==> config.mk <==
export PLATFORM = sky130hd
export DESIGN_NAME = rph_packet_handler
export DESIGN_NICKNAME = d
export VERILOG_FILES = /design/src/rph_pkg.sv /design/src/rph_packet_handler.sv
export SDC_FILE = /design/constraint.sdc
export NUM_CORES = 1
export LEC_CHECK = 0
export ABC_AREA = 1
export CAP_MARGIN = 40
export CORE_MARGIN = 1
export CORE_UTILIZATION = 45
export DETAILED_ROUTE_END_ITERATION = 12
export DONT_BUFFER_PORTS = 1
export GPL_ROUTABILITY_DRIVEN = 0
export PLACE_DENSITY_LB_ADDON = 0.25
export SETUP_SLACK_MARGIN = 0.4
export SYNTH_ARGS = -nofsm -noshare
export SYNTH_HDL_FRONTEND = slang
export SYNTH_HIERARCHICAL = 1
export SYNTH_SLANG_ARGS = --single-unit
==> constraint.sdc <==
create_clock -name ref_clk -period 12.5 [get_ports ref_clk]
set_clock_uncertainty 0.05 [all_clocks]
set_input_delay 1.875 -clock ref_clk [delete_from_list [all_inputs] [get_ports ref_clk]]
set_output_delay 1.875 -clock ref_clk [all_outputs]
set_load 0.02 [all_outputs]
==> src/rph_pkg.sv <==
// Constants, types and shared functions of the radio packet handler
// ==========================================================
package rph_pkg;
  localparam logic [7:0]  RPH_PRE_BYTE = 8'hAA;
  localparam logic [7:0]  RPH_BC_LO    = 8'h00;
  localparam logic [7:0]  RPH_BC_HI    = 8'hFF;
  localparam logic [1:0]  RPH_LEN_FIX  = 2'h0;
  localparam logic [1:0]  RPH_LEN_VAR  = 2'h1;
  localparam logic [1:0]  RPH_LEN_INF  = 2'h2;
  localparam logic [1:0]  RPH_ADR_OFF  = 2'h0;
  localparam logic [1:0]  RPH_ADR_BC0  = 2'h2;
  localparam logic [1:0]  RPH_ADR_BC2  = 2'h3;
  localparam logic [2:0]  RPH_SYNC32_A = 3'h3;
  localparam logic [2:0]  RPH_SYNC32_B = 3'h7;
  localparam logic [15:0] RPH_CRC_POLY = 16'h8005;
  localparam logic [15:0] RPH_CRC_INIT = 16'hFFFF;
  localparam logic [8:0]  RPH_PN9_INIT = 9'h1FF;
  localparam int          RPH_DEPTH    = 16;
  localparam int          RPH_RX_ROOM  = 3;

  typedef struct packed {
    logic [7:0] sync_word_high;
    logic [7:0] sync_word_low;
    logic [7:0] packet_length_limit;
    logic [1:0] length_mode;
    logic [1:0] address_check_mode;
    logic [7:0] node_address;
    logic [2:0] sync_mode;
    logic [7:0] preamble_count;
    logic       crc_enable;
    logic       whitening_enable;
    logic       bad_crc_flush;
    logic       status_append_enable;
  } rph_cfg_type;

  typedef struct packed {
    logic [7:0] rssi;
    logic [6:0] link_quality;
  } rph_meta_type;

  typedef enum logic [2:0] {
    TX_IDLE = 3'h0, TX_PRE = 3'h1, TX_SYNC = 3'h2, TX_DATA = 3'h3,
    TX_CRC  = 3'h4, TX_END = 3'h5, TX_STARVED = 3'h6
  } rph_tx_state_type;

  typedef enum logic [2:0] {
    RX_HUNT = 3'h0, RX_LEN = 3'h1, RX_MARK = 3'h2, RX_ADDR = 3'h3,
    RX_DATA = 3'h4, RX_CRC = 3'h5, RX_STAT = 3'h6
  } rph_rx_state_type;

  function automatic logic [15:0] rph_crc(input logic [15:0] c, input logic [7:0] d);
    logic [15:0] r;
    r = c;
    for (int i = 7; i >= 0; i--) begin
      r = (r[15] ^ d[i]) ? ({r[14:0], 1'b0} ^ RPH_CRC_POLY) : {r[14:0], 1'b0};
    end
    return r;
  endfunction

  function automatic logic [8:0] rph_pn9(input logic [8:0] p);
    logic [8:0] r;
    r = p;
    for (int i = 0; i < 8; i++) begin
      r = {r[0] ^ r[5], r[8:1]};
    end
    return r;
  endfunction

  function automatic logic rph_end(input logic [1:0] m, input logic [7:0] c, input logic [7:0] lim,
                                   input logic [7:0] len);
    return (m == RPH_LEN_FIX && c == lim) || (m == RPH_LEN_VAR && c == len);
  endfunction

  function automatic logic rph_sync32(input logic [2:0] m);
    return m == RPH_SYNC32_A || m == RPH_SYNC32_B;
  endfunction
endpackage

==> src/rph_packet_handler.sv <==
// Packet handler: byte FIFO and the TX framer / RX filter top
`timescale 1ns/1ps

// ==========================================================
// Byte FIFO with flush and packet rewind
module rph_fifo #(
  parameter int WIDTH = 8,
  parameter int DEPTH = 16
) (
  input  wire logic             clk,
  input  wire logic             rst_n,
  input  wire logic             in_valid,
  input  wire logic [WIDTH-1:0] in_data,
  output logic                  in_ready,
  output logic                  out_valid,
  output logic      [WIDTH-1:0] out_data,
  input  wire logic             out_ready,
  input  wire logic             flush,
  input  wire logic             mark,
  input  wire logic             rewind,
  output logic      [$clog2(DEPTH):0] level
);
  localparam int AW = $clog2(DEPTH);
  typedef struct packed {
    logic [DEPTH-1:0][WIDTH-1:0] mem;
    logic [AW:0]                 wp;
    logic [AW:0]                 rp;
    logic [AW:0]                 mk;
    logic [AW:0]                 lvl;
    logic                        rdy;
    logic                        vld;
  } rph_fifo_state_type;
  rph_fifo_state_type s_q, s_d;
  logic [AW:0]        gone;

  always_comb begin
    s_d = s_q;
    gone = '0;
    if (in_valid && s_q.rdy) begin
      s_d.mem[s_q.wp[AW-1:0]] = in_data;
      s_d.wp = s_q.wp + 1'b1;
    end
    if (out_ready && s_q.vld) begin
      s_d.rp = s_q.rp + 1'b1;
    end
    if (mark) begin
      s_d.mk = s_q.wp;
    end
    // Bytes already read past the mark stay delivered; wp drops back to rp, or to the mark if rp has not reached it, so only unread packet bytes go
    if (rewind) begin
      gone = s_d.rp - s_q.mk;
      s_d.wp = (gone <= s_q.wp - s_q.mk) ? s_d.rp : s_q.mk;
    end
    if (flush) begin
      s_d.rp = s_d.wp;
      s_d.mk = s_d.wp;
    end
    s_d.lvl = s_d.wp - s_d.rp;
    s_d.rdy = s_d.lvl != (AW+1)'(DEPTH);
    s_d.vld = s_d.lvl != '0;
  end

  always_ff @(posedge clk or negedge rst_n) begin
    if (!rst_n) begin
      s_q <= '{mem: '0, wp: '0, rp: '0, mk: '0, lvl: '0, rdy: 1'b1, vld: 1'b0};
    end else begin
      s_q <= s_d;
    end
  end

  assign in_ready  = s_q.rdy;
  assign out_valid = s_q.vld;
  assign out_data  = s_q.mem[s_q.rp[AW-1:0]];
  assign level     = s_q.lvl;
endmodule

// ==========================================================
// Packet handler top
module rph_packet_handler
  import rph_pkg::*;
#(
  parameter int DEPTH = RPH_DEPTH
) (
  input  wire logic         ref_clk,
  input  wire logic         nrst,
  input  wire rph_cfg_type  cfg,
  input  wire logic         tx_enable,
  input  wire logic         tx_fifo_flush_strobe,
  input  wire logic         host_tx_valid,
  input  wire logic [7:0]   host_tx_data,
  output logic              host_tx_ready,
  output logic              mod_valid,
  output logic      [7:0]   mod_data,
  input  wire logic         mod_ready,
  output logic              tx_starved_state,
  output logic              tx_done,
  input  wire logic         rx_enable,
  input  wire logic         demod_sync,
  input  wire logic         demod_valid,
  input  wire logic [7:0]   demod_data,
  output logic              demod_ready,
  input  wire rph_meta_type rx_meta,
  output logic              host_rx_valid,
  output logic      [7:0]   host_rx_data,
  input  wire logic         host_rx_ready,
  output logic              rx_done,
  output logic              rx_crc_ok,
  output logic              rx_discard
);
  localparam int LW = $clog2(DEPTH) + 1;
  typedef struct packed {
    rph_tx_state_type tst;
    logic [7:0]       tcnt;
    logic [7:0]       pcnt;
    logic [7:0]       tlen;
    logic [1:0]       tidx;
    logic             tfirst;
    logic [15:0]      tcrc;
    logic [8:0]       tpn;
    logic             mv;
    logic [7:0]       md;
    logic             starved;
    logic             tdone;
    rph_rx_state_type rst;
    logic [7:0]       rcnt;
    logic [7:0]       rlen;
    logic [1:0]       ridx;
    logic [15:0]      rcrc;
    logic [8:0]       rpn;
    logic             rok;
    logic             rrdy;
    logic             rdone;
    logic             rcok;
    logic             rdisc;
  } rph_state_type;

  rph_state_type s_q, s_d;
  logic [1:0]    rs_q;
  logic          rst_n;
  logic          tf_vld, tf_pop, take, is_len, acc, adr_ok, rf_wv, rf_rdy;
  logic          rf_mark, rf_rew, rf_flush;
  logic [7:0]    tf_data, tb, db, rf_wd;
  logic [15:0]   rcrc_n;
  logic [LW-1:0] rf_lvl;

  // ==========================================================
  // Reset release
  always_ff @(posedge ref_clk or negedge nrst) begin
    if (!nrst) begin
      rs_q <= 2'h0;
    end else begin
      rs_q <= {rs_q[0], 1'b1};
    end
  end
  assign rst_n = rs_q[1];

  rph_fifo #(.WIDTH(8), .DEPTH(DEPTH)) u_txf (
    .clk(ref_clk), .rst_n(rst_n), .in_valid(host_tx_valid), .in_data(host_tx_data),
    .in_ready(host_tx_ready), .out_valid(tf_vld), .out_data(tf_data), .out_ready(tf_pop),
    .flush(tx_fifo_flush_strobe), .mark(1'b0), .rewind(1'b0), .level()
  );

  rph_fifo #(.WIDTH(8), .DEPTH(DEPTH)) u_rxf (
    .clk(ref_clk), .rst_n(rst_n), .in_valid(rf_wv), .in_data(rf_wd), .in_ready(rf_rdy),
    .out_valid(host_rx_valid), .out_data(host_rx_data), .out_ready(host_rx_ready),
    .flush(rf_flush), .mark(rf_mark), .rewind(rf_rew), .level(rf_lvl)
  );

  // ==========================================================
  // Transmit framer
  always_comb begin
    s_d = s_q;
    s_d.tdone = 1'b0;
    tf_pop = 1'b0;
    is_len = 1'b0;
    tb = 8'h00;
    take = !s_q.mv || mod_ready;
    if (take) begin
      s_d.mv = 1'b0;
    end
    unique case (s_q.tst)
      TX_IDLE: if (tx_enable) begin
        s_d.tst = TX_PRE;
        s_d.pcnt = 8'h00;
      end
      TX_PRE: if (take) begin
        s_d.mv = 1'b1;
        s_d.md = RPH_PRE_BYTE;
        s_d.pcnt = (s_q.pcnt == 8'hFF) ? s_q.pcnt : s_q.pcnt + 8'h01;
        if (s_d.pcnt >= cfg.preamble_count && tf_vld) begin
          s_d.tst = TX_SYNC;
          s_d.tidx = 2'h0;
        end
      end
      TX_SYNC: if (take) begin
        s_d.mv = 1'b1;
        s_d.md = s_q.tidx[0] ? cfg.sync_word_low : cfg.sync_word_high;
        s_d.tidx = s_q.tidx + 2'h1;
        if (s_q.tidx == (rph_sync32(cfg.sync_mode) ? 2'h3 : 2'h1)) begin
          s_d.tst = TX_DATA;
          s_d.tcrc = RPH_CRC_INIT;
          s_d.tpn = RPH_PN9_INIT;
          s_d.tfirst = 1'b1;
          s_d.tcnt = 8'h00;
        end
      end
      TX_DATA: if (take) begin
        if (!tf_vld) begin
          s_d.tst = TX_STARVED;
          s_d.starved = 1'b1;
        end else begin
          tf_pop = 1'b1;
          is_len = s_q.tfirst && cfg.length_mode == RPH_LEN_VAR;
          s_d.tfirst = 1'b0;
          s_d.tcrc = rph_crc(s_q.tcrc, tf_data);
          s_d.md = cfg.whitening_enable ? tf_data ^ s_q.tpn[7:0] : tf_data;
          s_d.tpn = rph_pn9(s_q.tpn);
          s_d.mv = 1'b1;
          if (is_len) begin
            s_d.tlen = tf_data;
          end else begin
            s_d.tcnt = s_q.tcnt + 8'h01;
          end
          if (!is_len && rph_end(cfg.length_mode, s_d.tcnt, cfg.packet_length_limit, s_q.tlen)) begin
            s_d.tst = cfg.crc_enable ? TX_CRC : TX_END;
            s_d.tidx = 2'h0;
            s_d.tdone = !cfg.crc_enable;
          end
        end
      end
      TX_CRC: if (take) begin
        tb = s_q.tidx[0] ? s_q.tcrc[7:0] : s_q.tcrc[15:8];
        s_d.mv = 1'b1;
        s_d.md = cfg.whitening_enable ? tb ^ s_q.tpn[7:0] : tb;
        s_d.tpn = rph_pn9(s_q.tpn);
        s_d.tidx = 2'h1;
        if (s_q.tidx[0]) begin
          s_d.tst = TX_END;
          s_d.tdone = 1'b1;
        end
      end
      TX_END: if (!tx_enable) begin
        s_d.tst = TX_IDLE;
      end
      TX_STARVED: if (tx_fifo_flush_strobe) begin
        s_d.tst = TX_IDLE;
        s_d.starved = 1'b0;
      end
      default: s_d.tst = TX_IDLE;
    endcase
    if (!tx_enable && s_q.tst != TX_STARVED && s_q.tst != TX_END) begin
      s_d.tst = TX_IDLE;
    end

    // ==========================================================
    // Receive filter
    s_d.rdone = 1'b0;
    s_d.rdisc = 1'b0;
    acc = demod_valid && s_q.rrdy;
    db = cfg.whitening_enable ? demod_data ^ s_q.rpn[7:0] : demod_data;
    rcrc_n = rph_crc(s_q.rcrc, db);
    rf_wv = 1'b0;
    rf_wd = db;
    rf_mark = 1'b0;
    rf_rew = 1'b0;
    rf_flush = 1'b0;
    adr_ok = db == cfg.node_address
      || (cfg.address_check_mode >= RPH_ADR_BC0 && db == RPH_BC_LO)
      || (cfg.address_check_mode == RPH_ADR_BC2 && db == RPH_BC_HI);
    if (acc) begin
      s_d.rpn = rph_pn9(s_q.rpn);
    end
    unique case (s_q.rst)
      RX_HUNT: if (demod_sync && rx_enable) begin
        rf_mark = 1'b1;
        s_d.rpn = RPH_PN9_INIT;
        s_d.rcrc = RPH_CRC_INIT;
        s_d.rcnt = 8'h00;
        s_d.rok = 1'b1;
        s_d.ridx = 2'h0;
        if (cfg.length_mode == RPH_LEN_VAR) begin
          s_d.rst = RX_LEN;
        end else if (cfg.address_check_mode == RPH_ADR_OFF) begin
          s_d.rst = RX_DATA;
        end else begin
          s_d.rst = (cfg.length_mode == RPH_LEN_INF) ? RX_MARK : RX_ADDR;
        end
      end
      RX_LEN: if (acc) begin
        if (db == 8'h00 || db > cfg.packet_length_limit) begin
          rf_rew = 1'b1;
          s_d.rdisc = 1'b1;
          s_d.rst = RX_HUNT;
        end else begin
          rf_wv = 1'b1;
          s_d.rlen = db;
          s_d.rcrc = rcrc_n;
          s_d.rst = (cfg.address_check_mode != RPH_ADR_OFF) ? RX_ADDR : RX_DATA;
        end
      end
      RX_MARK: if (rf_rdy) begin
        rf_wv = 1'b1;
        rf_wd = RPH_BC_HI;
        s_d.rst = RX_ADDR;
      end
      RX_ADDR, RX_DATA: if (acc) begin
        if (s_q.rst == RX_ADDR && !adr_ok) begin
          rf_rew = 1'b1;
          s_d.rdisc = 1'b1;
          s_d.rst = RX_HUNT;
        end else begin
          rf_wv = 1'b1;
          s_d.rcrc = rcrc_n;
          s_d.rcnt = s_q.rcnt + 8'h01;
          s_d.rst = RX_DATA;
          if (rph_end(cfg.length_mode, s_d.rcnt, cfg.packet_length_limit, s_q.rlen)) begin
            s_d.ridx = 2'h0;
            if (cfg.crc_enable) begin
              s_d.rst = RX_CRC;
            end else if (cfg.status_append_enable) begin
              s_d.rst = RX_STAT;
            end else begin
              s_d.rst = RX_HUNT;
              s_d.rdone = 1'b1;
              s_d.rcok = 1'b1;
            end
          end
        end
      end
      RX_CRC: if (acc) begin
        s_d.rcrc = rcrc_n;
        s_d.ridx = 2'h1;
        if (s_q.ridx[0]) begin
          s_d.rok = rcrc_n == 16'h0000;
          s_d.ridx = 2'h0;
          if (!s_d.rok && cfg.bad_crc_flush) begin
            rf_flush = 1'b1;
            s_d.rst = RX_HUNT;
            s_d.rdone = 1'b1;
            s_d.rcok = 1'b0;
          end else if (cfg.status_append_enable) begin
            s_d.rst = RX_STAT;
          end else begin
            s_d.rst = RX_HUNT;
            s_d.rdone = 1'b1;
            s_d.rcok = s_d.rok;
          end
        end
      end
      RX_STAT: if (rf_rdy) begin
        rf_wv = 1'b1;
        rf_wd = s_q.ridx[0] ? {s_q.rok, rx_meta.link_quality} : rx_meta.rssi;
        s_d.ridx = 2'h1;
        if (s_q.ridx[0]) begin
          s_d.rst = RX_HUNT;
          s_d.rdone = 1'b1;
          s_d.rcok = s_q.rok;
        end
      end
      default: s_d.rst = RX_HUNT;
    endcase
    if (!rx_enable && s_q.rst != RX_HUNT) begin
      s_d.rst = RX_HUNT;
    end
    s_d.rrdy = (s_d.rst == RX_LEN || s_d.rst == RX_ADDR || s_d.rst == RX_DATA || s_d.rst == RX_CRC)
      && rf_lvl <= LW'(DEPTH - RPH_RX_ROOM);
  end

  always_ff @(posedge ref_clk or negedge rst_n) begin
    if (!rst_n) begin
      s_q <= '0;
    end else begin
      s_q <= s_d;
    end
  end

  assign mod_valid        = s_q.mv;
  assign mod_data         = s_q.md;
  assign tx_starved_state = s_q.starved;
  assign tx_done          = s_q.tdone;
  assign demod_ready      = s_q.rrdy;
  assign rx_done          = s_q.rdone;
  assign rx_crc_ok        = s_q.rcok;
  assign rx_discard       = s_q.rdisc;
endmodule

After elaboration in Yosys (flattened, before gate mapping)
Index checks and enable logic that the tools add are counted.
Operators by class
  reductions and logical operators: 77
  muxes and demuxes: 164
  magnitude comparators: 11
  $add $sub $neg: 12
  bitwise gates (word level): 52
  equal/unequal tests: 68
Operators by type and width (count)
  two-way mux 16 bit: 18
  bitwise mux 128 bit: 2
  two-way mux 8 bit: 21
  two-way mux 3 bit: 27
  two-way mux 37 bit: 2
  binary-select mux 8 bit (select 4 bit): 2
  demux 8 bit (select 4 bit): 2
  one-hot mux 16 bit (4 select lines): 1
  one-hot mux 8 bit (2 select lines): 4
  two-way mux 11 bit: 5
  two-way mux 17 bit: 3
  NOT 3 bit: 16
  != test 2 bit, second input constant: 21
  equality test 8 bit: 5
  two-way mux 39 bit: 1
  != test 3 bit, second input constant: 13
  one-hot mux 9 bit (4 select lines): 1
  two-way mux 5 bit: 7
  one-hot mux 17 bit (2 select lines): 1
  two-way mux 1 bit: 32
  XOR 1 bit: 32
  two-way mux 2 bit: 15
  equality test 3 bit, second input constant: 9
  two-way mux 27 bit: 1
  other kinds (53): 143
Word-level totals
  output and inout port bits: 25
  word-level logic and storage cells: 451
  flip-flop bits (word level): 413

Longest topological paths before layout
  depth in word-level cells: 31
  gate-level depth with buffers: 40
  depth with buffers taken out: 39

Hierarchy
The synthesis kept the hierarchy.
By module, submodules not included
  rph_packet_handler: times used 1, sequential area each 2952.8 µm², area an instance 8209.1 µm², cells each 1148
  rph_fifo at u_rxf: times used 1, sequential area each 3754.9 µm², area an instance 7455.9 µm², cells each 903
  rph_fifo at u_txf: times used 1, sequential area each 3754.9 µm², area an instance 7425.9 µm², cells each 870

Worst setup path after synthesis
OpenSTA, ideal clock, no wires.
  kind: input -> register
  start point: input host_rx_ready
  end point: register u_rxf.s_q (netlist bit u_rxf/out_valid)
  buffers on the path: 0
  library setup time: 0.126 ns
  cell stages on the path: 25
  slack: 6.858 ns
  arrival: 5.466 ns
  required time: 12.324 ns
  path through: nand2_2 > o21ai_0 > inv_1 > fa_1 > o21ai_0 > xor2_1 > xor2_1 > ha_1 > nand2_1 > nor2_2 > nand2_1 > nand3_2 > nand2_4 > o21ai_0 > nand2_1 > nand2_1 > inv_1 > nand2_1 > o21ai_0 > ha_1 > inv_1 > ha_1 > or2_2 > nor2_2 > nand3_1
RTL lines
  start: declaration: RTL line rph_packet_handler.sv:105  | input wire logic host_rx_ready,
  end signal: assignment: RTL line rph_packet_handler.sv:65  | s_q <= '{mem: '0, wp: '0, rp: '0, mk: '0, lvl: '0, rdy: 1'b1, vld: 1'b0};
  end: declaration: RTL line rph_packet_handler.sv:33  | rph_fifo_state_type s_q, s_d;

==> results.rst <==
.. list-table::
   :header-rows: 1

   * - Metric
     - Value
   * - Unrepaired setup endpoints after global routing
     - false
   * - Number of buffers added by the clock tree synthesis step
     - 47
   * - Global route total overflow
     - 0
   * - Total of max-cap violations
     - 0
   * - Clk Tree Root Cell
     - sky130_fd_sc_hd__clkbuf_16
   * - Global-route wire length before repair
     - between 90000 and 100000 µm
   * - Routed wire per std cell
     - 17.6 µm
   * - Power density cells
     - 315 mW/mm²
   * - F_max
     - about 0.17 GHz
   * - Drt pass-1 iters
     - 6
   * - Fill cell count
     - around 4700
   * - Cell Rows
     - between 80 and 90
   * - Final core utilization
     - 0.501
   * - Part of the cycle the worst path needs
     - 0.462
   * - Worst-skew pair later-pin latency
     - about 0.59 ns
   * - Setup Buffers After CTS
     - 0
   * - Final-report max-slew violation count
     - 0
   * - Setup TNS after final layout
     - 0 ns
   * - Die height
     - roughly 230 µm
   * - Slew at the pin closest to its max-slew limit
     - about 1.0 ns
   * - Critical Path Source Type
     - primary input
   * - ANT cells
     - 0
   * - Arrival time reported for the critical path endpoint
     - 6.20 ns
   * - Area grow syn2layout
     - 9.82%
   * - Count of endpoints failing hold in the final timing report
     - 0
   * - Type of the tightest min-delay check
     - reg -> async
   * - Floorplan die width
     - 228 µm
   * - Highest ir drop seen on vdd
     - approximately 0.00018 V
   * - DRC viols
     - 0
   * - Crit Path Category
     - in -> reg
   * - Maximum number of pins on one net before global-route repair
     - between 150 and 200
   * - Cell depth of the worst flop-to-flop path
     - 27
   * - Crit path time final
     - approximately 5.8 ns
   * - Worst-path maximum fanout
     - 8
   * - Number of setup violations in the final report
     - 0
   * - Fraction of layout cells with a size suffix above 1
     - 0.0595
   * - Remaining antenna violation count
     - 0
   * - Via count of the first global-routing pass
     - between 15000 and 20000
   * - Wire length after detailed routing
     - between 60000 and 70000 µm
   * - Post-synthesis instance area
     - 0.0229 mm²
   * - Synth Instances
     - 2908
   * - Core box area
     - around 0.05 mm²
   * - Type of destination of the critical path
     - flop
   * - Number of nets in the layout
     - around 3000
   * - CTS Hold Buffers Added
     - 0
   * - Count of warnings emitted by yosys
     - 6
   * - I/O pin count
     - between 100 and 150
   * - CTS tree
     - yes
   * - Area enclosed by the die boundary
     - between 0.05 and 0.06 mm²
   * - CP required
     - 12.92 ns
   * - Count of H-tree levels built during CTS
     - 2
   * - Outcome
     - finished clean
   * - Average vias per placed instance
     - 5.56
   * - Max-Slew Margin vs Limit
     - 0.330
   * - Avg Synthesized Cell Area
     - 7.87 µm²
   * - Clock sink total
     - 412
   * - Total Routing Usage GR
     - 0.243
   * - Initial cell density of the core
     - 0.456
   * - Clock-pin slew of the registers on the worst-case setup and hold paths
     - about 0.060 ns
   * - Vias
     - approximately 20000
   * - Detailed-placement wirelength estimate
     - 42700 µm
   * - Number of antenna violations at the first check in global routing
     - 0
   * - DRC violation total after the first TritonRoute iteration
     - about 1700
   * - Post-CTS sizing
     - 0
   * - Most frequent cells in the layout
     - sky130_fd_sc_hd__nand2_1, sky130_fd_sc_hd__o21ai_0, sky130_fd_sc_hd__dfrtp_1, sky130_fd_sc_hd__inv_1, sky130_fd_sc_hd__nor2_1
   * - Leakage power summed over all cells
     - between 10 and 15 nW
   * - Clock Path Buffers
     - 3
   * - Total power draw
     - around 7.9 mW
   * - Most frequent standard cell in the layout excluding fill and tap cells
     - sky130_fd_sc_hd__nand2_1
   * - Port Buffer Count
     - 0
[critical path, cell delays in order]
cell                      delay (ns)
sky130_fd_sc_hd__nand2_2        0.08
sky130_fd_sc_hd__o21ai_0        0.39
sky130_fd_sc_hd__inv_1          0.20
sky130_fd_sc_hd__fa_1           0.48
sky130_fd_sc_hd__o21ai_0        0.26
sky130_fd_sc_hd__xor2_1         0.19
sky130_fd_sc_hd__xor2_1         0.09
sky130_fd_sc_hd__ha_1           0.31
sky130_fd_sc_hd__nand2_1        0.08
sky130_fd_sc_hd__nor2_2         0.14
sky130_fd_sc_hd__nand2_1        0.08
sky130_fd_sc_hd__nand3_2        0.14
sky130_fd_sc_hd__nand2_4        0.10
sky130_fd_sc_hd__o21ai_0        0.17
sky130_fd_sc_hd__nand2_1        0.07
sky130_fd_sc_hd__nand2_1        0.13
sky130_fd_sc_hd__inv_1          0.08
sky130_fd_sc_hd__nand2_1        0.08
sky130_fd_sc_hd__o21ai_0        0.18
sky130_fd_sc_hd__ha_1           0.24
sky130_fd_sc_hd__inv_1          0.07
sky130_fd_sc_hd__ha_1           0.23
sky130_fd_sc_hd__or2_2          0.30
sky130_fd_sc_hd__nor2_2         0.14
sky130_fd_sc_hd__nand3_1        0.09
[where the power goes]
part	leakage [nW]	internal, mW	switching [mW]
registers	5.21	1.87	0.408
clock network	0.844	0.964	0.570
logic	6.02	1.41	2.68
total	12.1	4.25	3.66
[flip-flops by register name (all words and copies together) (netlist names), 2 cells and up]
name / count
u_rxf/level: 4
rs_q: 2
u_txf/s_q: 143
s_q: 101
mod_data: 8
u_rxf/s_q: 143
[metrics by stage]
stage               cell area (µm²)  hold slack [ns]  setup WS (ns)  cells
floorplan                     22900            0.281           5.73   2910
global placement              23300            0.288           6.24   3472
detailed placement            23400            0.287           6.18   3476
CTS                           25100            0.292           6.79   3561
global route                  25100            0.317           6.40   3561
finish                        25100            0.264           6.72   3561
[per-layer routing]
metal / up-vias / GRT usage / share of wire
met5: - / 0 / 0
met4: 0 / 0.104 / 0.037
met3: 143 / 0.0311 / 0.051
met2: 618 / 0.407 / 0.48
met1: 9538 / 0.317 / 0.44
li1: 9501 / - / -
[worst paths after layout]
kind	start	to	slack (ns)
min in group ref_clk	rs_q[0]	rs_q[1]	0.31
max in group asynchronous	rs_q[1]	u_rxf/in_ready	10.12
setup reg to reg	u_rxf/s_q[12]	u_rxf/out_valid	6.78
hold reg to reg	rs_q[1]	u_txf/s_q[53]	0.26
hold / removal	rs_q[1]	u_txf/s_q[53]	0.26
setup / recovery	host_rx_ready	u_rxf/out_valid	6.72
[layout make-up]
class                   count  area, µm²  share of cell area
clock buffers              66       1360              0.0541
clock inverters            19        367              0.0146
inverters                 314       1180              0.0469
multi-input cells        2061      10900               0.432
flip-flops and latches    412      10300               0.411
well taps                 672        841              0.0334
repair buffers             17        208             0.00826
Note: power is estimated with default switching activity, not from simulation.
